File: config.mk
export PLATFORM = sky130hd
export DESIGN_NAME = snd_decoder
export DESIGN_NICKNAME = d
export VERILOG_FILES = /design/src/snd_pkg.sv /design/src/snd_link_if.sv /design/src/snd_decoder.sv /design/src/snd_shifter.sv
export SDC_FILE = /design/constraint.sdc
export NUM_CORES = 1
export LEC_CHECK = 0
export BUFFER_PORTS_ARGS = -buffer_cell sky130_fd_sc_hd__buf_2
export CORE_UTILIZATION = 45
export CTS_CLUSTER_DIAMETER = 150
export DETAILED_ROUTE_END_ITERATION = 7
export PLACE_DENSITY = 0.71
export SETUP_SLACK_MARGIN = 0.3
export SYNTH_ARGS = -nofsm -noshare
export SYNTH_HDL_FRONTEND = slang
export SYNTH_HIERARCHICAL = 1
export SYNTH_SLANG_ARGS = --single-unit
File: constraint.sdc
create_clock -name clk_sys -period 2.3 [get_ports clk_sys]
set_input_delay 0.115 -clock clk_sys [delete_from_list [all_inputs] [get_ports clk_sys]]
set_output_delay 0.115 -clock clk_sys [all_outputs]
set_load 0.05 [all_outputs]
File: src/snd_pkg.sv
// Package of opcodes, command codes, power states and timing counts for the command decoder.
// Overview of operation
// - First eight serial bits after select form the 8-bit opcode of the command.
// - All bits travel MSB first; each command starts with chip select falling.
// - Opcodes 05h, 09h and 01h are status read, fast status read, status write.
// - Opcode 06h sets the write latch; opcode 04h clears it.
// - Opcodes 03h, 0Bh, 02h are array read, fast array read, array write.
// - Opcodes 13h, 1Dh, 12h are clock register read, fast read and write.
// - Opcode 3Ch starts a software store; opcode 60h a software restore.
// - Opcode 59h enables automatic power-down save; opcode 19h disables it.
// - Opcodes B9h sleep, C2h serial number write, C3h serial number read.
// - Opcodes C9h fast serial read, 9Fh identifier read, 99h fast identifier read.
// - At power-up a restore runs, blocking memory access, with the busy pin low.
// - After power-up the write latch is cleared.
// - Protect-pin enable and block guard bits come back from the last store.
// - After power-up no hold; active when chip select low, standby when high.
// - Below the supply threshold no further instruction is obeyed.
// - A write whose last bit arrived before power fail completes within the delay.
// - At power cut-off the save runs only if a write happened since restore.
// - Chip select low means selected and in active power mode.
// - Chip select high gives standby after the delay, or after a running store ends.
// - An unknown opcode is ignored, with all input, until chip select falls again.
// - One opcode per chip select low period.
// - Clock level at chip select fall picks mode 0 or 3; sample on rising edges.
package snd_pkg;

  localparam logic [7:0] OP_STATUS_READ = 8'h05;
  localparam logic [7:0] OP_STATUS_READ_FAST = 8'h09;
  localparam logic [7:0] OP_STATUS_WRITE = 8'h01;
  localparam logic [7:0] OP_SET_WRITE_LATCH = 8'h06;
  localparam logic [7:0] OP_CLEAR_WRITE_LATCH = 8'h04;
  localparam logic [7:0] OP_ARRAY_READ = 8'h03;
  localparam logic [7:0] OP_ARRAY_READ_FAST = 8'h0B;
  localparam logic [7:0] OP_ARRAY_WRITE = 8'h02;
  localparam logic [7:0] OP_CLOCK_REGS_READ = 8'h13;
  localparam logic [7:0] OP_CLOCK_REGS_READ_FAST = 8'h1D;
  localparam logic [7:0] OP_CLOCK_REGS_WRITE = 8'h12;
  localparam logic [7:0] OP_NV_SAVE = 8'h3C;
  localparam logic [7:0] OP_NV_RESTORE = 8'h60;
  localparam logic [7:0] OP_AUTO_SAVE_ON = 8'h59;
  localparam logic [7:0] OP_AUTO_SAVE_OFF = 8'h19;
  localparam logic [7:0] OP_SLEEP = 8'hB9;
  localparam logic [7:0] OP_SERIAL_NUMBER_WRITE = 8'hC2;
  localparam logic [7:0] OP_SERIAL_NUMBER_READ = 8'hC3;
  localparam logic [7:0] OP_SERIAL_NUMBER_READ_FAST = 8'hC9;
  localparam logic [7:0] OP_IDENTIFIER_READ = 8'h9F;
  localparam logic [7:0] OP_IDENTIFIER_READ_FAST = 8'h99;

  // Timing in its own unit, then in 10 ns clock cycles.
  localparam int CLK_MHZ = 100;
  localparam int POWER_UP_RESTORE_TIME_US = 20;
  localparam int STANDBY_ENTRY_DELAY_US = 20;
  localparam int WRITE_FINISH_DELAY_US = 1;
  localparam logic [15:0] RESTORE_CYCLES = 16'(POWER_UP_RESTORE_TIME_US * CLK_MHZ);
  localparam logic [15:0] STANDBY_CYCLES = 16'(STANDBY_ENTRY_DELAY_US * CLK_MHZ);
  localparam logic [15:0] WRITE_FINISH_CYCLES = 16'(WRITE_FINISH_DELAY_US * CLK_MHZ);

  // Reset values of the control state.
  localparam logic WRITE_LATCH_RESET = 1'b0;
  localparam logic AUTO_SAVE_RESET = 1'b1;

  typedef enum logic [4:0] {
    SND_NONE, SND_STATUS_READ, SND_STATUS_READ_FAST, SND_STATUS_WRITE,
    SND_SET_WRITE_LATCH, SND_CLEAR_WRITE_LATCH, SND_ARRAY_READ,
    SND_ARRAY_READ_FAST, SND_ARRAY_WRITE, SND_CLOCK_REGS_READ,
    SND_CLOCK_REGS_READ_FAST, SND_CLOCK_REGS_WRITE, SND_NV_SAVE,
    SND_NV_RESTORE, SND_AUTO_SAVE_ON, SND_AUTO_SAVE_OFF, SND_SLEEP,
    SND_SERIAL_NUMBER_WRITE, SND_SERIAL_NUMBER_READ,
    SND_SERIAL_NUMBER_READ_FAST, SND_IDENTIFIER_READ,
    SND_IDENTIFIER_READ_FAST, SND_BAD
  } snd_cmd_e;

  typedef enum logic [2:0] {
    PW_OFF, PW_RESTORE, PW_RUN, PW_DRAIN, PW_SAVE, PW_DOWN
  } snd_pwr_e;

  // Opcode to command; anything undefined, the reserved code too, is bad.
  function automatic snd_cmd_e snd_decode(input logic [7:0] op);
    unique case (op)
      OP_STATUS_READ: return SND_STATUS_READ;
      OP_STATUS_READ_FAST: return SND_STATUS_READ_FAST;
      OP_STATUS_WRITE: return SND_STATUS_WRITE;
      OP_SET_WRITE_LATCH: return SND_SET_WRITE_LATCH;
      OP_CLEAR_WRITE_LATCH: return SND_CLEAR_WRITE_LATCH;
      OP_ARRAY_READ: return SND_ARRAY_READ;
      OP_ARRAY_READ_FAST: return SND_ARRAY_READ_FAST;
      OP_ARRAY_WRITE: return SND_ARRAY_WRITE;
      OP_CLOCK_REGS_READ: return SND_CLOCK_REGS_READ;
      OP_CLOCK_REGS_READ_FAST: return SND_CLOCK_REGS_READ_FAST;
      OP_CLOCK_REGS_WRITE: return SND_CLOCK_REGS_WRITE;
      OP_NV_SAVE: return SND_NV_SAVE;
      OP_NV_RESTORE: return SND_NV_RESTORE;
      OP_AUTO_SAVE_ON: return SND_AUTO_SAVE_ON;
      OP_AUTO_SAVE_OFF: return SND_AUTO_SAVE_OFF;
      OP_SLEEP: return SND_SLEEP;
      OP_SERIAL_NUMBER_WRITE: return SND_SERIAL_NUMBER_WRITE;
      OP_SERIAL_NUMBER_READ: return SND_SERIAL_NUMBER_READ;
      OP_SERIAL_NUMBER_READ_FAST: return SND_SERIAL_NUMBER_READ_FAST;
      OP_IDENTIFIER_READ: return SND_IDENTIFIER_READ;
      OP_IDENTIFIER_READ_FAST: return SND_IDENTIFIER_READ_FAST;
      default: return SND_BAD;
    endcase
  endfunction

endpackage

File: src/snd_link_if.sv
// Interface between the serial shifter and the command core.
`timescale 1ns/100ps
interface snd_link_if;
  logic cs_n;
  logic sck;
  logic si;
  logic frame_start;
  logic frame_end;
  logic opcode_valid;
  logic byte_done;
  logic at_byte_edge;
  logic mode3;
  logic [7:0] opcode;
  modport shifter(input cs_n, sck, si, output frame_start, frame_end, opcode_valid,
                  byte_done, at_byte_edge, mode3, opcode);
  modport core(output cs_n, sck, si, input frame_start, frame_end, opcode_valid,
               byte_done, at_byte_edge, mode3, opcode);
endinterface

File: src/snd_decoder.sv
// Top of the command decoder with power-up, power-down and standby control.
`timescale 1ns/100ps
module snd_decoder (
  input wire logic clk_sys,
  input wire logic rst_n,
  input wire logic cs_n,
  input wire logic sck,
  input wire logic si,
  input wire logic supply_ok,
  input wire logic nv_done,
  input wire logic nv_protect_pin_enable_bit,
  input wire logic nv_block_guard_bit_high,
  input wire logic nv_block_guard_bit_low,
  output logic store_busy_pin_n,
  output logic active_mode,
  output logic standby,
  output logic sleep_mode,
  output logic write_latch,
  output logic auto_save_en,
  output logic protect_pin_enable_bit,
  output logic block_guard_bit_high,
  output logic block_guard_bit_low,
  output snd_pkg::snd_cmd_e cmd_code,
  output logic cmd_valid,
  output logic frame_ignored,
  output logic spi_mode3,
  output logic save_req,
  output logic restore_req
);
  import snd_pkg::*;

  snd_link_if link ();

  // Two-stage synchronisers for cs_n, sck, si and supply_ok.
  logic [3:0] pin_raw, sync1, sync2;
  assign pin_raw = {supply_ok, si, sck, cs_n};
  genvar gi;
  generate
    for (gi = 0; gi < 4; gi++) begin : g_sync
      always_ff @(posedge clk_sys or negedge rst_n) begin
        if (!rst_n) begin
          sync1[gi] <= (gi == 0) ? 1'b1 : 1'b0;
          sync2[gi] <= (gi == 0) ? 1'b1 : 1'b0;
        end else begin
          sync1[gi] <= pin_raw[gi];
          sync2[gi] <= sync1[gi];
        end
      end
    end
  endgenerate

  logic supply_s;
  assign link.cs_n = sync2[0];
  assign link.sck = sync2[1];
  assign link.si = sync2[2];
  assign supply_s = sync2[3];

  snd_shifter u_shifter (
    .clk_sys(clk_sys),
    .rst_n(rst_n),
    .link(link)
  );

  // Power state, counters and command state.
  snd_pwr_e pw, next_pw;
  logic [15:0] pw_cnt, next_pw_cnt, sb_cnt, next_sb_cnt;
  snd_cmd_e cur, next_cur, next_cmd_code;
  logic next_cmd_valid, next_ignored, next_wen, next_auto, next_sleep;
  logic next_save, next_restore, next_busy_n, next_standby;
  logic nv_busy, next_nv_busy, written, next_written, data_seen, next_data_seen;
  logic next_pen, next_bgh, next_bgl;
  logic busy, write_cmd, guarded_cmd, mem_cmd, write_at_edge;

  // Command classes used by the decode, the power logic and the frame-end actions.
  always_comb begin
    write_cmd = (cur == SND_STATUS_WRITE) || (cur == SND_ARRAY_WRITE) ||
                (cur == SND_CLOCK_REGS_WRITE) || (cur == SND_SERIAL_NUMBER_WRITE);
    guarded_cmd = (cur == SND_NV_SAVE) || (cur == SND_NV_RESTORE) ||
                  (cur == SND_AUTO_SAVE_ON) || (cur == SND_AUTO_SAVE_OFF);
    mem_cmd = 1'b1;
    unique case (snd_decode(link.opcode))
      SND_STATUS_READ, SND_STATUS_READ_FAST, SND_SET_WRITE_LATCH,
      SND_CLEAR_WRITE_LATCH, SND_BAD: mem_cmd = 1'b0;
      default: mem_cmd = 1'b1;
    endcase
    busy = nv_busy || (pw != PW_RUN);
    write_at_edge = write_cmd && write_latch && !link.cs_n && link.at_byte_edge;
  end

  // Next values: power sequence, decode, frame-end effects and standby timer.
  always_comb begin
    next_pw = pw;
    next_pw_cnt = pw_cnt;
    next_cur = cur;
    next_cmd_code = cmd_code;
    next_cmd_valid = 1'b0;
    next_ignored = frame_ignored;
    next_wen = write_latch;
    next_auto = auto_save_en;
    next_sleep = sleep_mode;
    next_save = 1'b0;
    next_restore = 1'b0;
    next_nv_busy = nv_busy;
    next_written = written;
    next_data_seen = data_seen;
    next_pen = protect_pin_enable_bit;
    next_bgh = block_guard_bit_high;
    next_bgl = block_guard_bit_low;
    unique case (pw)
      PW_OFF, PW_DOWN: begin
        if (supply_s) begin
          next_pw = PW_RESTORE;
          next_pw_cnt = RESTORE_CYCLES - 16'h1;
          next_wen = 1'b0;
        end
      end
      PW_RESTORE: begin
        next_wen = 1'b0;
        if (pw_cnt == 16'h0) begin
          next_pw = PW_RUN;
          next_written = 1'b0;
          next_pen = nv_protect_pin_enable_bit;
          next_bgh = nv_block_guard_bit_high;
          next_bgl = nv_block_guard_bit_low;
        end else begin
          next_pw_cnt = pw_cnt - 16'h1;
        end
      end
      PW_RUN: begin
        if (!supply_s) begin
          next_cur = SND_NONE;
          if (write_at_edge && data_seen) begin
            next_pw = PW_DRAIN;
            next_pw_cnt = WRITE_FINISH_CYCLES - 16'h1;
          end else if (auto_save_en && written) begin
            next_pw = PW_SAVE;
            next_save = 1'b1;
          end else begin
            next_pw = PW_DOWN;
          end
        end
      end
      PW_DRAIN: begin
        if (pw_cnt == 16'h0) begin
          next_pw = (auto_save_en && written) ? PW_SAVE : PW_DOWN;
          next_save = auto_save_en && written;
        end else begin
          next_pw_cnt = pw_cnt - 16'h1;
        end
      end
      PW_SAVE: begin
        if (nv_done) begin
          next_pw = PW_DOWN;
          next_written = 1'b0;
        end
      end
      default: next_pw = PW_OFF;
    endcase
    if (nv_done) begin
      next_nv_busy = 1'b0;
    end
    // A new frame wakes the device and forgets any earlier ignore.
    if (link.frame_start) begin
      next_ignored = 1'b0;
      next_sleep = 1'b0;
      next_cur = SND_NONE;
      next_data_seen = 1'b0;
    end
    if (link.opcode_valid && pw == PW_RUN && supply_s && !frame_ignored) begin
      next_cmd_code = snd_decode(link.opcode);
      if (next_cmd_code == SND_BAD || (mem_cmd && nv_busy)) begin
        next_ignored = 1'b1;
        next_cur = SND_NONE;
      end else begin
        next_cur = next_cmd_code;
        next_cmd_valid = 1'b1;
      end
    end
    if (link.byte_done && write_cmd && write_latch && pw == PW_RUN) begin
      next_data_seen = 1'b1;
      next_written = 1'b1;
    end
    // Effects that need a complete frame take place when chip select rises.
    if (link.frame_end && pw == PW_RUN && supply_s) begin
      next_cur = SND_NONE;
      if (cur == SND_SET_WRITE_LATCH) begin
        next_wen = 1'b1;
      end
      if (cur == SND_CLEAR_WRITE_LATCH || ((write_cmd || guarded_cmd) && write_latch)) begin
        next_wen = 1'b0;
      end
      if (cur == SND_SLEEP) begin
        next_sleep = 1'b1;
      end
      if (write_latch) begin
        unique case (cur)
          SND_AUTO_SAVE_ON: next_auto = 1'b1;
          SND_AUTO_SAVE_OFF: next_auto = 1'b0;
          SND_NV_SAVE: begin
            next_save = 1'b1;
            next_nv_busy = 1'b1;
          end
          SND_NV_RESTORE: begin
            next_restore = 1'b1;
            next_nv_busy = 1'b1;
            next_written = 1'b0;
          end
          default: next_nv_busy = next_nv_busy;
        endcase
      end
    end
    next_busy_n = !(next_pw == PW_RESTORE || next_pw == PW_SAVE || next_nv_busy);
    // Standby timer: reload while selected, clear while busy outside PW_OFF and PW_DOWN, count down otherwise.
    next_sb_cnt = sb_cnt;
    if (!link.cs_n) begin
      next_sb_cnt = STANDBY_CYCLES - 16'h1;
    end else if (busy && pw != PW_OFF && pw != PW_DOWN) begin
      next_sb_cnt = 16'h0;
    end else if (sb_cnt != 16'h0) begin
      next_sb_cnt = sb_cnt - 16'h1;
    end
    next_standby = link.cs_n && !(busy && pw != PW_OFF && pw != PW_DOWN) && sb_cnt == 16'h0;
  end

  // Registers only; every top output is one of these flip-flops.
  always_ff @(posedge clk_sys or negedge rst_n) begin
    if (!rst_n) begin
      pw <= PW_OFF;
      pw_cnt <= 16'h0;
      sb_cnt <= 16'h0;
      cur <= SND_NONE;
      cmd_code <= SND_NONE;
      cmd_valid <= 1'b0;
      frame_ignored <= 1'b0;
      write_latch <= WRITE_LATCH_RESET;
      auto_save_en <= AUTO_SAVE_RESET;
      sleep_mode <= 1'b0;
      save_req <= 1'b0;
      restore_req <= 1'b0;
      nv_busy <= 1'b0;
      written <= 1'b0;
      data_seen <= 1'b0;
      store_busy_pin_n <= 1'b1;
      standby <= 1'b0;
      active_mode <= 1'b0;
      spi_mode3 <= 1'b0;
      protect_pin_enable_bit <= 1'b0;
      block_guard_bit_high <= 1'b0;
      block_guard_bit_low <= 1'b0;
    end else begin
      pw <= next_pw;
      pw_cnt <= next_pw_cnt;
      sb_cnt <= next_sb_cnt;
      cur <= next_cur;
      cmd_code <= next_cmd_code;
      cmd_valid <= next_cmd_valid;
      frame_ignored <= next_ignored;
      write_latch <= next_wen;
      auto_save_en <= next_auto;
      sleep_mode <= next_sleep;
      save_req <= next_save;
      restore_req <= next_restore;
      nv_busy <= next_nv_busy;
      written <= next_written;
      data_seen <= next_data_seen;
      store_busy_pin_n <= next_busy_n;
      standby <= next_standby;
      active_mode <= !link.cs_n;
      spi_mode3 <= link.mode3;
      protect_pin_enable_bit <= next_pen;
      block_guard_bit_high <= next_bgh;
      block_guard_bit_low <= next_bgl;
    end
  end

  // Checks on the decode, latch, power and standby behaviour.
  decode_match_a: assert property (@(posedge clk_sys) disable iff (!rst_n)
    (link.opcode_valid && pw == PW_RUN && supply_s && !frame_ignored)
    |=> (cmd_code == snd_decode($past(link.opcode))))
    else $error("command code does not match the opcode");

  latch_set_a: assert property (@(posedge clk_sys) disable iff (!rst_n)
    (link.frame_end && pw == PW_RUN && supply_s && cur == SND_SET_WRITE_LATCH) |=> write_latch)
    else $error("write latch not set");

  latch_clear_a: assert property (@(posedge clk_sys) disable iff (!rst_n)
    (link.frame_end && pw == PW_RUN && supply_s && cur == SND_CLEAR_WRITE_LATCH) |=> !write_latch)
    else $error("write latch not cleared");

  powerup_latch_a: assert property (@(posedge clk_sys) disable iff (!rst_n)
    (pw == PW_RESTORE) |=> !write_latch)
    else $error("write latch set during power-up restore");

  restore_busy_a: assert property (@(posedge clk_sys) disable iff (!rst_n)
    (pw == PW_RESTORE) |-> !store_busy_pin_n)
    else $error("busy pin not low during power-up restore");

  ignore_hold_a: assert property (@(posedge clk_sys) disable iff (!rst_n)
    (frame_ignored && !link.frame_start) |=> (frame_ignored && !cmd_valid))
    else $error("ignored frame left before chip select fell");

  down_mute_a: assert property (@(posedge clk_sys) disable iff (!rst_n)
    (pw != PW_RUN) |=> !cmd_valid)
    else $error("command accepted with supply down");

  cutoff_save_a: assert property (@(posedge clk_sys) disable iff (!rst_n)
    (pw == PW_RUN && !supply_s && !(write_at_edge && data_seen))
    |=> (save_req == $past(auto_save_en && written)) && (pw == PW_SAVE || pw == PW_DOWN))
    else $error("conditional save at cut-off wrong");

  select_active_a: assert property (@(posedge clk_sys) disable iff (!rst_n)
    !link.cs_n |=> (active_mode && !standby))
    else $error("selected device not active");

endmodule

File: src/snd_shifter.sv
// Serial shifter: mode pick, bit capture and opcode assembly on sampled link levels.
`timescale 1ns/100ps
module snd_shifter (
  input wire logic clk_sys,
  input wire logic rst_n,
  snd_link_if.shifter link
);
  import snd_pkg::*;

  logic sck_q, cs_q, first, mode3, opc_valid, byte_done, f_start, f_end;
  logic [2:0] bit_cnt;
  logic [7:0] shreg;
  logic next_first, next_mode3, next_opc_valid, next_byte_done;
  logic [2:0] next_bit_cnt;
  logic [7:0] next_shreg;
  logic rise;

  // Edges are found on already synchronised levels, so they are glitch free.
  always_comb begin
    rise = link.sck & ~sck_q;
    next_first = first;
    next_mode3 = mode3;
    next_bit_cnt = bit_cnt;
    next_shreg = shreg;
    next_opc_valid = 1'b0;
    next_byte_done = 1'b0;
    if (link.cs_n) begin
      next_bit_cnt = 3'h0;
      next_first = 1'b1;
    end else if (cs_q) begin
      next_mode3 = link.sck;
      next_bit_cnt = 3'h0;
      next_first = 1'b1;
    end else if (rise) begin
      next_shreg = {shreg[6:0], link.si};
      next_bit_cnt = bit_cnt + 3'h1;
      if (bit_cnt == 3'h7) begin
        next_first = 1'b0;
        next_opc_valid = first;
        next_byte_done = ~first;
      end
    end
  end

  // Registers of the shifter.
  always_ff @(posedge clk_sys or negedge rst_n) begin
    if (!rst_n) begin
      sck_q <= 1'b0;
      cs_q <= 1'b1;
      first <= 1'b1;
      mode3 <= 1'b0;
      bit_cnt <= 3'h0;
      shreg <= 8'h00;
      opc_valid <= 1'b0;
      byte_done <= 1'b0;
      f_start <= 1'b0;
      f_end <= 1'b0;
    end else begin
      sck_q <= link.sck;
      cs_q <= link.cs_n;
      first <= next_first;
      mode3 <= next_mode3;
      bit_cnt <= next_bit_cnt;
      shreg <= next_shreg;
      opc_valid <= next_opc_valid;
      byte_done <= next_byte_done;
      f_start <= cs_q & ~link.cs_n;
      f_end <= ~cs_q & link.cs_n;
    end
  end

  assign link.frame_start = f_start;
  assign link.frame_end = f_end;
  assign link.opcode_valid = opc_valid;
  assign link.byte_done = byte_done;
  assign link.at_byte_edge = (bit_cnt == 3'h0) & ~first;
  assign link.mode3 = mode3;
  assign link.opcode = shreg;

  mode_pick_a: assert property (@(posedge clk_sys) disable iff (!rst_n)
    (cs_q && !link.cs_n) |=> (mode3 == $past(link.sck)))
    else $error("mode not taken from clock level at select");

endmodule

## Yosys cells after proc, flatten, opt, wreduce, memory -nomap -nowiden

Index checks and enable logic that the tools add are counted.

- Add/subtract/negate cells: 3
- Equal/unequal tests: 54
- Mux-type cells: 78
- Bitwise operators: 8
- Reductions and logical operators: 58

Operator list:

| kind | count |
|---|---|
| 16-bit two-way mux | 7 |
| 5-bit one-hot mux with 21 select lines | 1 |
| 8-bit == test, second input constant | 6 |
| 1-bit two-way mux | 48 |
| 16-bit one-hot mux with 3 select lines | 1 |
| 5-bit two-way mux | 7 |
| 8-bit by 5-bit == test with 1-bit output, second input constant | 4 |
| 16-bit logical NOT | 2 |
| 16-bit by 1-bit subtractor with 16-bit output, second input constant | 2 |
| 5-bit by 4-bit == test with 1-bit output, second input constant | 6 |
| 3-bit two-way mux | 9 |
| 8-bit by 3-bit == test with 1-bit output, second input constant | 3 |
| 5-bit by 3-bit == test with 1-bit output, second input constant | 4 |
| 5-bit == test, second input constant | 4 |
| 1-bit logical AND | 19 |
| 8-bit by 2-bit == test with 1-bit output, second input constant | 2 |
| 8-bit by 4-bit == test with 1-bit output, second input constant | 2 |
| 8-bit by 7-bit == test with 1-bit output, second input constant | 2 |
| 16-bit nonzero test | 1 |
| 3-bit one-hot mux with 5 select lines | 1 |
| 3-bit == test, second input constant | 4 |
| 1-bit logical OR | 12 |
| 3-bit nonzero test | 4 |
| 5-bit by 2-bit == test with 1-bit output, second input constant | 2 |
| 23 further kinds | 48 |

- Bits in registers: 89
- Bits of input ports: 10
- Output and inout port bits: 19
- Logic and storage cells: 241

## Longest topological paths before layout

Gate-level depths: netlist of the first run.

- Depth after elaboration: 15
- Depth in mapped cells: 10
- Gate-level depth less buffers: 9

## By module

The synthesis of the first run kept the hierarchy.

By module, submodules not included:

| module | times used | cells each | area each (um^2) | seq. area each (um^2) |
|---|---|---|---|---|
| snd_decoder | 1 | 425 | 3853.7 | 1756.7 |
| snd_shifter | 1 | 52 | 799.5 | 478.0 |

## Worst setup path after synthesis of the first run

Ideal clock, no wire load.

- Kind: reg-to-reg
- Start point: register sb_cnt[0]
- End point: register sb_cnt[6]
- Setup time: 0.129 ns
- Arrival: 2.281 ns
- Required time: 2.171 ns
- Slack: -0.110 ns
- Cell stages (with the launch flop): 9
- Path buffers: 1
- Period minus slack after synthesis: 2.410 ns
- Cells stage by stage: dfrtp_1 > inv_1 > ha_1 > nor3b_1 > nand2_1 > or4b_4 > nor4_4 > buf_4 > o21ai_0

- Cells in the longest elaborated chain, start to end: 4
- Elaborated cells between the ends (all ways): 6
- Those cells by class: add/sub (1); eq/ne (1); mux (3); reduce/logical (1)

RTL lines:

| what | RTL line | RTL |
|---|---|---|
| start: declaration | snd_decoder.sv:66 | `logic [15:0] pw_cnt, next_pw_cnt, sb_cnt, next_sb_cnt;` |
| start signal: assignment | snd_decoder.sv:253 | `sb_cnt <= next_sb_cnt;` |
| 16-bit by 1-bit subtractor with 16-bit output | snd_decoder.sv:220 | `next_sb_cnt = sb_cnt - 16'h1;` |
| 16-bit two-way mux | snd_decoder.sv:219 | `end else if (sb_cnt != 16'h0) begin` |
| 16-bit two-way mux | snd_decoder.sv:217 | `end else if (busy && pw != PW_OFF && pw != PW_DOWN) begin` |
| 16-bit two-way mux | snd_decoder.sv:215 | `if (!link.cs_n) begin` |

Several ways; a longest one is shown, not always the timed one. The select of a mux whose other input is x is not followed.
A chain may end at the register's enable or synchronous reset.

## Worst setup path after layout of the first run

- Start point: register sb_cnt[9]
- End point: register sb_cnt[12]

Same word-level chain as after synthesis.

==> results.md, run 1 <==
- Syn_nets: 492
- Die height: 104 um
- CP Cell Sequence: or4_4 -> nor2_4 -> or4b_4 -> nor4_4 -> buf_6 -> nor2_1 -> xnor2_1 -> nor2_1
- Final min period: 2.31 ns
- Yosys cell types: 68
- Hold path depth: 2
- Rows: 36
- Synth area leader: dfrtp_1
- P_sw: 1.17 mW
- Diodes inserted: 0
- First-pass GRT wire length: 19700 um
- # port buffers: 28
- Routed len/inst: 16.2 um
- Critical path arrival: 2.56 ns
- Vias in the first global route: 4080
- Ys Warns: 6
- DP Wirelength: 7140 um
- Tot GR Track Use: 0.226
- Synth Flop Type: dfrtp_1
- Die area: 10800 um2
- Die width: 104 um
- RR Startpoint: sb_cnt[9]$_DFFE_PN0N_
- First-iteration detailed-routing DRC count: 194
- FFs w/ async S/R, synth: 1.00
- Failing checks: negative setup slack
- CP Launch Type: register
- Worst path max stage delay: 0.56 ns
- Layout Nets: 605
- Largest net degree at the start of global routing: 44
- Num CTS Buffers: 9
- Mapped Area: 4650 um2
- Top achievable clock speed: 433 MHz
- H-tree depth: 3
- Slew margin rel.: 0.606
- Reg power frac: 0.428
- Combinational share of power: 0.259
- Fillers: 784
- Share of cells above drive strength 1: 0.397
- Avg Vias per Cell: 5.70
- Period utilization: 1.00
- Root Buffer: clkbuf_8
- FF-to-FF setup slack: -0.009 ns
- Register area: 2240 um2
- Worst-Skew Late Latency: 0.37 ns
- # DRC: 0
- Synth cell count leaders: dfrtp_1 (83), nor2_1 (65), o21ai_0 (32)
- Cell mode on critical path: nor2_1
- Seq/Total Area, Yosys: 0.480
- Worst hold margin: 0.0178 ns
- Clk network pwr share: 0.312
- Total core area: 9910 um2
- CP endpoint kind: register
- FF-to-FF path depth: 8
- Pint: 2.87 mW
- Met1 usage in global routing: 0.298
- Post-route cell area: 6250 um2
- Setup violators final: 4
- Syn avg cell area: 9.76 um2
- Count leader, synth: dfrtp_1
- Static Leak: 2.74 nW
- Area grow syn2layout: 34.3%
- Aggregate global routing overflow: 0
- Sink Count: 89
- Max VDD drop: 0.388 mV
- Worst hold path class: input port to register
- Req. time, crit path: 2.55 ns
- Tot Pwr: 4.05 mW
- GRT met2 Usage: 0.371
- Top cells by area, synth: dfrtp_1 (45%), nor2_1 (5.2%), o21ai_0 (3.4%), dfstp_2 (3.4%), mux2_4 (2.6%)
- Final setup margin: -0.00925 ns
- WHS Endpoint: nv_busy$_DFF_PN0_
- Kind of critical path: register to register
- Top-area cell type share of the netlist area: 0.446
- Seq cells post-synth: 89
- Worst-path clk slew: 0.09 ns
- Final setup TNS: -0.0199 ns
- Initial core utilization: 0.470
- CP max stage cell: or4_4
- Multi-input logic area: 2610 um2
- Outcome: finished with violations
- Ports: 29
- RePlAce Congestion: 0.865
- Max Slew Vio Count: 0
- WL final: 11800 um
- RR Endpoint: sb_cnt[12]$_DFFE_PN0N_
- Routed Antenna Nets: 0
- CTS tree: built
- Post-synth EDFFs: 0
- Pre-Repair DR Iteration Count: 5
- Area post-placement: 5280 um2
- Synthesized instance count: 477
- Met3 Track Usage GR: 0.0315
- Net Sw Frac: 0.290
- Routed via count: 4149
- Fin. Hold Viols: 0
- RSZ-0062 raised after global routing: true
- Max cap viols: 0
- CTS Buffer Depth: 2
- Skew final: 0.0145 ns
- CP Max Fanout: 5
- Measured slew at the worst slew-check pin: 0.585 ns
- Hold_sp: nv_done
- Gr busiest metal: met2
- Initial antenna violation count: 0
- P per Cell Area: 647 nW/um2
==> metal layers <==
| layer | part of all wire | routed length, um | up-vias |
|---|---|---|---|
| met5 | 0 | 0 | - |
| met4 | 0.026 | 307 | 0 |
| met3 | 0.034 | 396 | 28 |
| met2 | 0.50 | 5920 | 115 |
| met1 | 0.44 | 5180 | 2059 |
| li1 | - | - | 1947 |
==> through the flow <==
stage / setup slack [ns] / instances / utilization
floorplan: -0.0871 / 477 / -
global placement: -0.0747 / 662 / 0.533
detailed placement: -0.104 / 662 / 0.533
CTS: 0.0555 / 706 / 0.597
global route: -0.120 / 728 / 0.631
finish: -0.00925 / 728 / 0.631
==> cell usage in the layout (no fill, tap or decap), drive strengths merged, types with 5 or more instances in the layout <==
master,netlist,routed
ha,5,5
clkbuf,16,14
inv,15,15
nand4,7,7
nand3,10,10
nand3b,7,7
a21oi,18,18
buf,8,116
a32o,6,6
nor3b,8,8
mux2,17,17
nor3,16,16
dfstp,6,6
nand2b,9,11
o31ai,5,5
nand2,31,31
xnor2,13,13
o21ai,33,33
nor4,11,11
nor4b,5,5
dfrtp,83,83
dlygate4sd3,0,8
nor2,65,65
nor2b,14,14
==> cell families after synthesis <==
kind of cell             count (synthesis)  synth area share
AND/OR/NAND/NOR                        212             0.249
flip-flops                              89             0.480
AO/OA/AOI/OAI                           95             0.136
buffers and inverters                   40            0.0371
adder cells (fa/ha/maj)                  5            0.0134
XOR/XNOR                                15            0.0282
multiplexers                            21            0.0562
==> worst max path at each step <==
stage	cells after the start	from	to	slack, ns
6_report	8	sb_cnt[9]$_DFFE_PN0N_	sb_cnt[12]$_DFFE_PN0N_	-0.009
5_1_grt	8	sb_cnt[9]$_DFFE_PN0N_	sb_cnt[12]$_DFFE_PN0N_	-0.12
4_1_cts	8	sb_cnt[9]$_DFFE_PN0N_	sb_cnt[11]$_DFFE_PN0N_	0.06
3_5_place_dp	8	sb_cnt[12]$_DFFE_PN0N_	sb_cnt[1]$_DFFE_PN0N_	-0.10
3_3_place_gp	8	sb_cnt[12]$_DFFE_PN0N_	sb_cnt[8]$_DFFE_PN0N_	-0.07
2_1_floorplan	6	sb_cnt[11]$_DFFE_PN0N_	sb_cnt[6]$_DFFE_PN0N_	-0.09
==> state kept, by name, indices dropped and copies added (netlist names), 3 cells and up <==
register               count
cmd_code                   5
cur                        5
pw                         3
pw_cnt                    16
sb_cnt                    16
sync1                      4
u_shifter/bit_cnt          3
u_shifter/link.opcode      8
==> power by group through the flow <==
stage	clock network [mW]	registers, mW	logic [mW]
after global placement	0	1.77	0.685
final	1.26	1.73	1.05
after global routing	1.35	1.74	1.13
after detailed placement	0	1.77	0.697
after CTS	1.30	1.74	0.876
after floorplan	0	1.73	0.538
==> final cells by class <==
cell class / instances / area share
Timing Repair Buffer: 124 / 0.149
Tap cell: 133 / 0.0266
Sequential cell: 89 / 0.359
Multi-Input combinational cell: 350 / 0.418
Clock buffer: 14 / 0.0276
Clock inverter: 2 / 0.00961
Inverter: 16 / 0.00961
==> what timing repair did <==
action,CTS,global route
gates resized for setup,66,41
hold buffers,8,0
setup endpoints to repair,41,45
cloned,4,0
endpoints found under the hold margin,45,0
pin swaps,32,16
setup buffers,16,22
==> critical path: cells and delay by family (launching register included) <==
kind,cells,cell delay [ns]
XOR/XNOR,1,0.15
buffers and inverters,1,0.17
flip-flops,1,0.39
AND/OR/NAND/NOR,6,1.49
No activity file was read; power rests on OpenSTA's default activity.
==> run 2: changes to the inputs <==
--- a/config.mk
+++ b/config.mk
@@ -6,10 +6,11 @@
 export NUM_CORES = 1
 export LEC_CHECK = 0
 export BUFFER_PORTS_ARGS = -buffer_cell sky130_fd_sc_hd__buf_2
-export CORE_UTILIZATION = 45
+export CORE_UTILIZATION = 25
 export CTS_CLUSTER_DIAMETER = 150
 export DETAILED_ROUTE_END_ITERATION = 7
-export PLACE_DENSITY = 0.71
+export GPL_ROUTABILITY_DRIVEN = 0
+export PLACE_DENSITY = 0.48
 export SETUP_SLACK_MARGIN = 0.3
 export SYNTH_ARGS = -nofsm -noshare
 export SYNTH_HDL_FRONTEND = slang
==> run 2 against run 1 <==
The flow finishes with violations (design-rule violations, negative setup slack). Largest power group unchanged. Critical endpoint is now sb_cnt[2]$_DFFE_PN0N_. Clock power increased by 25%. Worst hold slack got worse by 0.0077 ns. Via count decreased by 4.2%.
==> results.md, run 2 (synthesized netlist as in run 1, its figures left out) <==
- CTS tree: built
- RSZ-0062 raised after global routing: true
- Die height: 138 um (+34%)
- Hold path depth: 2 (unchanged)
- Hold_sp: nv_block_guard_bit_low
- Multi-input logic area: 2640 um2 (+1.1%)
- Max VDD drop: 0.364 mV (-6.3%)
- Worst-path clk slew: 0.06 ns (-0.03 ns)
- Worst hold path class: input port to register
- Net Sw Frac: 0.274 (-0.0160)
- Combinational share of power: 0.239 (-0.020)
- Initial antenna violation count: 0 (unchanged)
- H-tree depth: 3 (unchanged)
- Pre-Repair DR Iteration Count: 6 (+1)
- Die width: 138 um (+34%)
- Reg power frac: 0.398 (-0.030)
- Avg Vias per Cell: 4.76 (-17%)
- Measured slew at the worst slew-check pin: 0.575 ns (-0.0102 ns)
- Share of cells above drive strength 1: 0.414 (+0.0169)
- Largest net degree at the start of global routing: 48 (+9.1%)
- Max cap viols: 0 (unchanged)
- CP endpoint kind: register
- Sink Count: 89 (unchanged)
- CP Max Fanout: 5 (unchanged)
- Period utilization: 1.01 (+0.00840)
- RR Startpoint: sb_cnt[12]$_DFFE_PN0N_
- Total core area: 18100 um2 (+83%)
- Outcome: finished with violations
- First-iteration detailed-routing DRC count: 227 (+17%)
- Tot Pwr: 4.35 mW (+7.6%)
- Diodes inserted: 0 (unchanged)
- First-pass GRT wire length: 19600 um (-0.87%)
- Root Buffer: clkbuf_16
- # port buffers: 28 (unchanged)
- # DRC: 6 (+6)
- Setup violators final: 8 (+4)
- FF-to-FF setup slack: -0.03 ns (-0.02 ns)
- Area post-placement: 5460 um2 (+3.5%)
- P_sw: 1.19 mW (+1.7%)
- Worst-Skew Late Latency: 0.34 ns (-0.03 ns)
- Top achievable clock speed: 429 MHz (-0.83%)
- Routed len/inst: 14.0 um (-14%)
- Critical path arrival: 2.57 ns (about the same)
- RR Endpoint: sb_cnt[2]$_DFFE_PN0N_
- Kind of critical path: register to register
- P per Cell Area: 660 nW/um2 (+2.0%)
- CP Launch Type: register
- Initial core utilization: 0.257 (-0.212)
- Worst hold margin: 0.0101 ns (-0.00774 ns)
- WL final: 11700 um (-0.84%)
- Register area: 2250 um2 (about the same)
- Fillers: 1776 (+130%)
- Final setup margin: -0.0286 ns (-0.0193 ns)
- Pint: 3.16 mW (+10%)
- Static Leak: 2.85 nW (+4.3%)
- Tot GR Track Use: 0.126 (-0.0996)
- Layout Nets: 617 (+2.0%)
- Slew margin rel.: 0.613 (+0.00686)
- Area grow syn2layout: 41.7%
- Failing checks: design-rule violations, negative setup slack
- Most common cell after layout, fill and taps aside: buf_4
- Pre-CTS WS: -0.114 ns (-0.00981 ns)
- Req. time, crit path: 2.54 ns (about the same)
- Skew final: 0.00689 ns (-0.00761 ns)
- Clk network pwr share: 0.363 (+0.051)
- Routed Antenna Nets: 0 (unchanged)
- Ports: 29 (unchanged)
- Max Slew Vio Count: 0 (unchanged)
- FF-to-FF path depth: 8 (unchanged)
- Routed via count: 3976 (-4.2%)
- Die area: 19200 um2 (+78%)
- Most frequent cells in the layout: buf_4 (85), dfrtp_1 (74), nor2_1 (59)
- Fin. Hold Viols: 0 (unchanged)
- WHS Endpoint: block_guard_bit_low$_DFFE_PN0P_
- DP Wirelength: 7590 um (+6.4%)
- Post-route cell area: 6590 um2 (+5.5%)
- Num CTS Buffers: 9 (unchanged)
- Aggregate global routing overflow: 0 (unchanged)
- Vias in the first global route: 3970 (-2.7%)
- Final min period: 2.33 ns (+0.0193 ns)
- CTS Buffer Depth: 2 (unchanged)
- Rows: 49 (+36%)
## run 2: cell count changes in the layout (fill, tap and decap cells not counted), moves of 2 or more
cell	before	now
buf_4	77	85
nor2_1	57	59
buf_6	11	14
nor3b_2	1	3
clkbuf_16	0	9
nor2b_4	3	5
o21ai_0	9	11
nor2_4	4	2
clkbuf_8	12	1
## run 2: final cells by class
cell class / count / area share
clock inverter: 3 / 0.00987
timing repair buffer: 136 / 0.158
tap: 229 / 0.0435
clock buffer: 13 / 0.0380
multi-input combinational: 350 / 0.401
inverter: 16 / 0.00911
sequential: 89 / 0.341
## run 2: critical path: stages (launching register included)
cell	delay, ns
dfrtp_1	0.38
or4_4	0.56
nor2_4	0.10
or4b_4	0.48
nor4_4	0.27
buf_4	0.20
buf_4	0.11
buf_6	0.09
nor2_1	0.04
## run 2: metrics by stage
step / util / TNS [ns] / std cells
2_1_floorplan: - / -0.917 / 477
3_3_place_gp: 0.302 / -0.307 / 765
3_5_place_dp: 0.302 / -0.976 / 765
4_1_cts: 0.345 / 0 / 820
5_1_grt: 0.365 / -1.62 / 836
6_report: 0.365 / -0.169 / 836
## run 2: worst max-delay path by stage
stage / from / cells after the start / end
floorplan: sb_cnt[11]$_DFFE_PN0N_ / 6 / sb_cnt[6]$_DFFE_PN0N_
global placement: sb_cnt[12]$_DFFE_PN0N_ / 8 / sb_cnt[5]$_DFFE_PN0N_
detailed placement: sb_cnt[12]$_DFFE_PN0N_ / 8 / sb_cnt[1]$_DFFE_PN0N_
CTS: sb_cnt[9]$_DFFE_PN0N_ / 8 / sb_cnt[8]$_DFFE_PN0N_
global route: sb_cnt[12]$_DFFE_PN0N_ / 8 / sb_cnt[8]$_DFFE_PN0N_
finish: sb_cnt[12]$_DFFE_PN0N_ / 8 / sb_cnt[2]$_DFFE_PN0N_
## run 2: power by group through the flow
| stage | combinational [mW] | sequential, mW | clock (mW) |
|---|---|---|---|
| global route | 1.13 | 1.74 | 1.70 |
| CTS | 0.934 | 1.73 | 1.63 |
| detailed placement | 0.697 | 1.78 | 0 |
| finish | 1.04 | 1.73 | 1.58 |
| global placement | 0.693 | 1.78 | 0 |
| floorplan | 0.538 | 1.73 | 0 |
## run 2: layer usage
metal / vias up / global-route usage / share of wire
met1: 1924 / 0.167 / 0.48
met4: 0 / 0.0568 / 0.021
li1: 1973 / - / -
met3: 15 / 0.0232 / 0.031
met5: - / 0 / 0
met2: 64 / 0.202 / 0.46
## run 2: what timing repair did
action / in CTS / in global routing
setup buffers: 29 / 16
resized for setup: 56 / 58
pin swaps: 28 / 18
setup endpoints to repair: 43 / 52
cloned: 3 / 0
endpoints found under the hold margin: 46 / 0
hold buffers: 7 / 0
==> run 3: changes to the inputs <==
--- a/config.mk
+++ b/config.mk
@@ -10,7 +10,7 @@
 export CTS_CLUSTER_DIAMETER = 150
 export DETAILED_ROUTE_END_ITERATION = 7
 export GPL_ROUTABILITY_DRIVEN = 0
-export PLACE_DENSITY = 0.48
+export PLACE_DENSITY = 0.47
 export SETUP_SLACK_MARGIN = 0.3
 export SYNTH_ARGS = -nofsm -noshare
 export SYNTH_HDL_FRONTEND = slang
==> constraint.sdc (replaced) <==
create_clock -name clk_sys -period 3 [get_ports clk_sys]
set_input_delay 0.15 -clock clk_sys [delete_from_list [all_inputs] [get_ports clk_sys]]
set_output_delay 0.15 -clock clk_sys [all_outputs]
set_load 0.05 [all_outputs]
==> run 3 against run 2 <==
The run now ends clean. Non-clock buffer count is 89 lower. Sequential share of layout area is 6.5 points higher. Cell count is 11% lower. Core utilization is 6.0 points lower. Combinational power is 56% lower. Register-to-register slack better by 0.54 ns. Clock skew is 0.0014 ns higher. Critical path depth is 2 higher. Fmax is 6.4% lower. Worst hold slack better by 0.030 ns. Worst setup slack better by 0.54 ns. Largest cell class unchanged.
==> results.md, run 3 (synthesized netlist as in run 1, its figures left out) <==
- Pint: 2.30 mW (-27%)
- # DRC: 0 (-6)
- Tot GR Track Use: 0.115 (-0.0119)
- Die area: 19200 um2 (unchanged)
- CTS Buffer Depth: 2 (unchanged)
- DP Cell Count: 724 (-5.4%)
- Critical path arrival: 2.72 ns (+0.15 ns)
- Non-Filler Instances: 745 (-11%)
- Routed len/inst: 13.9 um (-0.46%)
- Max VDD drop: 0.289 mV (-21%)
- Total core area: 18100 um2 (unchanged)
- P_sw: 829 uW (-30%)
- Rows: 49 (unchanged)
- CP endpoint kind: register
- Outcome: complete, no violations
- Share of cells above drive strength 1: 0.192 (-0.222)
- Worst-Skew Late Latency: 0.34 ns (about the same)
- CTS tree: built
- Fin. Hold Viols: 0 (unchanged)
- CP Launch Type: register
- DP Wirelength: 7230 um (-4.8%)
- Root Buffer: clkbuf_16
- Max Slew Vio Count: 0 (unchanged)
- Ports: 29 (unchanged)
- WL final: 10400 um (-11%)
- First-pass GRT wire length: 17700 um (-9.4%)
- H-tree depth: 3 (unchanged)
- Post-route cell area: 5510 um2 (-16%)
- Skew final: 0.00832 ns (+0.00143 ns)
- Max cap viols: 0 (unchanged)
- Sink Count: 89 (unchanged)
- Area post-placement: 5070 um2 (-7.1%)
- Worst-path clk slew: 0.06 ns (about the same)
- Num CTS Buffers: 9 (unchanged)
- Die height: 138 um (unchanged)
- Layout Nets: 526 (-15%)
- P per Cell Area: 568 nW/um2 (-14%)
- Fillers: 1837 (+3.4%)
- Area grow syn2layout: 18.5%
- Req. time, crit path: 3.23 ns (+0.69 ns)
- Final min period: 2.49 ns (+0.160 ns)
- Reg power frac: 0.440 (+0.042)
- Initial antenna violation count: 0 (unchanged)
- Setup violators final: 0 (-8)
- Combinational share of power: 0.145 (-0.094)
- Final setup TNS: 0 ns (+0.169 ns)
- Most frequent cells in the layout: dfrtp_1 (82), nor2_1 (65), nand2_1 (31), o21ai_0 (31), buf_2 (27)
- Largest net degree at the start of global routing: 58 (+21%)
- Clk network pwr share: 0.415 (+0.052)
- CP Max Fanout: 19 (+14)
- Slew margin rel.: 0.491 (-0.122)
- Hold path depth: 2 (unchanged)
- First-iteration detailed-routing DRC count: 280 (+23%)
- Worst hold path class: input port to register
- Vias in the first global route: 3506 (-12%)
- Die width: 138 um (unchanged)
- Net Sw Frac: 0.265 (-0.00903)
- Aggregate global routing overflow: 0 (unchanged)
- Period utilization: 0.830 (-0.183)
- Static Leak: 2.29 nW (-20%)
- Avg Vias per Cell: 4.89 (+2.8%)
- Most common cell after layout, fill and taps aside: dfrtp_1
- Routed Antenna Nets: 0 (unchanged)
- # port buffers: 28 (unchanged)
- RSZ-0062 raised after global routing: false
- Measured slew at the worst slew-check pin: 0.763 ns (+0.188 ns)
- Top achievable clock speed: 402 MHz (-6.4%)
- Kind of critical path: register to register
- Postcts setup bufs: 0 (-100%)
- Routed via count: 3644 (-8.4%)
- FF-to-FF path depth: 10 (+2)
- Pre-Repair DR Iteration Count: 5 (-1)
- Diodes inserted: 0 (unchanged)
- Initial core utilization: 0.257 (unchanged)
[run 3: cell types whose count changed in the layout (fill, tap and decap cells not counted), moves of 6 or more]
cell	previous run	this run
buf_4	85	14
o21ai_0	11	31
buf_6	14	1
o21ai_2	14	1
dfrtp_1	74	82
dfrtp_2	9	1
o21ai_1	8	1
a21oi_1	12	18
a21oi_2	6	0
nor2_1	59	65
[run 3: routing by layer]
metal | track usage | up-vias | part of all wire
met5 | 0 | - | 0
met4 | 0.0532 | 0 | 0.019
met3 | 0.0232 | 13 | 0.033
met2 | 0.179 | 70 | 0.46
met1 | 0.152 | 1781 | 0.49
li1 | - | 1780 | -
[run 3: final cells by class]
cell class              count  area (um2)  share of cell area
inverters                  16        60.1              0.0109
clock buffers              11         243              0.0440
well taps                 229         287              0.0520
clock inverters             5         103              0.0186
flip-flops and latches     89        2240               0.405
repair buffers             47         302              0.0547
multi-input cells         348        2280               0.414
[run 3: worst paths after layout]
check / start / endpoint / slack (ns)
worst max-delay path: sb_cnt[0]$_DFFE_PN0N_ / sb_cnt[11]$_DFFE_PN0N_ / 0.51
worst min-delay path: nv_block_guard_bit_low / block_guard_bit_low$_DFFE_PN0P_ / 0.04
worst max register to register: sb_cnt[0]$_DFFE_PN0N_ / sb_cnt[11]$_DFFE_PN0N_ / 0.51
worst min register to register: sync1[1]$_DFF_PN0_ / link.sck$_DFF_PN0_ / 0.35
max in group asynchronous: rst_n / sync1[0]$_DFF_PN1_ / 1.78
min in group asynchronous: rst_n / u_shifter/link.opcode[2]$_DFFE_PN0P_ / 0.41
[run 3: power by group through the flow]
stage          clock, mW  sequential, mW  combinational [mW]
2_1_floorplan          0            1.33               0.389
3_3_place_gp           0            1.39               0.444
3_5_place_dp           0            1.40               0.445
4_1_cts             1.34            1.37               0.452
5_1_grt             1.39            1.39               0.506
6_report            1.30            1.38               0.455
[run 3: worst max-delay path, cell delays in order, from the launching register on]
cell	delay, ns
dfrtp_1	0.39
inv_1	0.12
ha_1	0.19
nor3b_2	0.23
nand2_1	0.18
or4b_4	0.55
nor4_4	0.23
buf_6	0.21
nor4b_1	0.08
xnor2_1	0.14
nor2_1	0.06
[run 3: what timing repair did]
| action | CTS | global route |
|---|---|---|
| gates resized for setup | 1 | 10 |
| setup endpoints to repair | 1 | 29 |
| hold endpoints to repair | 59 | 0 |
| hold buffers | 5 | 0 |
| pin swaps | 0 | 0 |
[run 3: through the flow]
stage / util / power [mW] / setup slack (ns) / hold slack (ns)
6_report: 0.305 / 3.13 / 0.511 / 0.0406
5_1_grt: 0.305 / 3.29 / 0.321 / 0.0384
4_1_cts: 0.303 / 3.17 / 0.297 / 0.0298
3_5_place_dp: 0.281 / 1.84 / 0.311 / 0.262
3_3_place_gp: 0.281 / 1.84 / 0.364 / 0.259
2_1_floorplan: - / 1.71 / 0.590 / -0.146
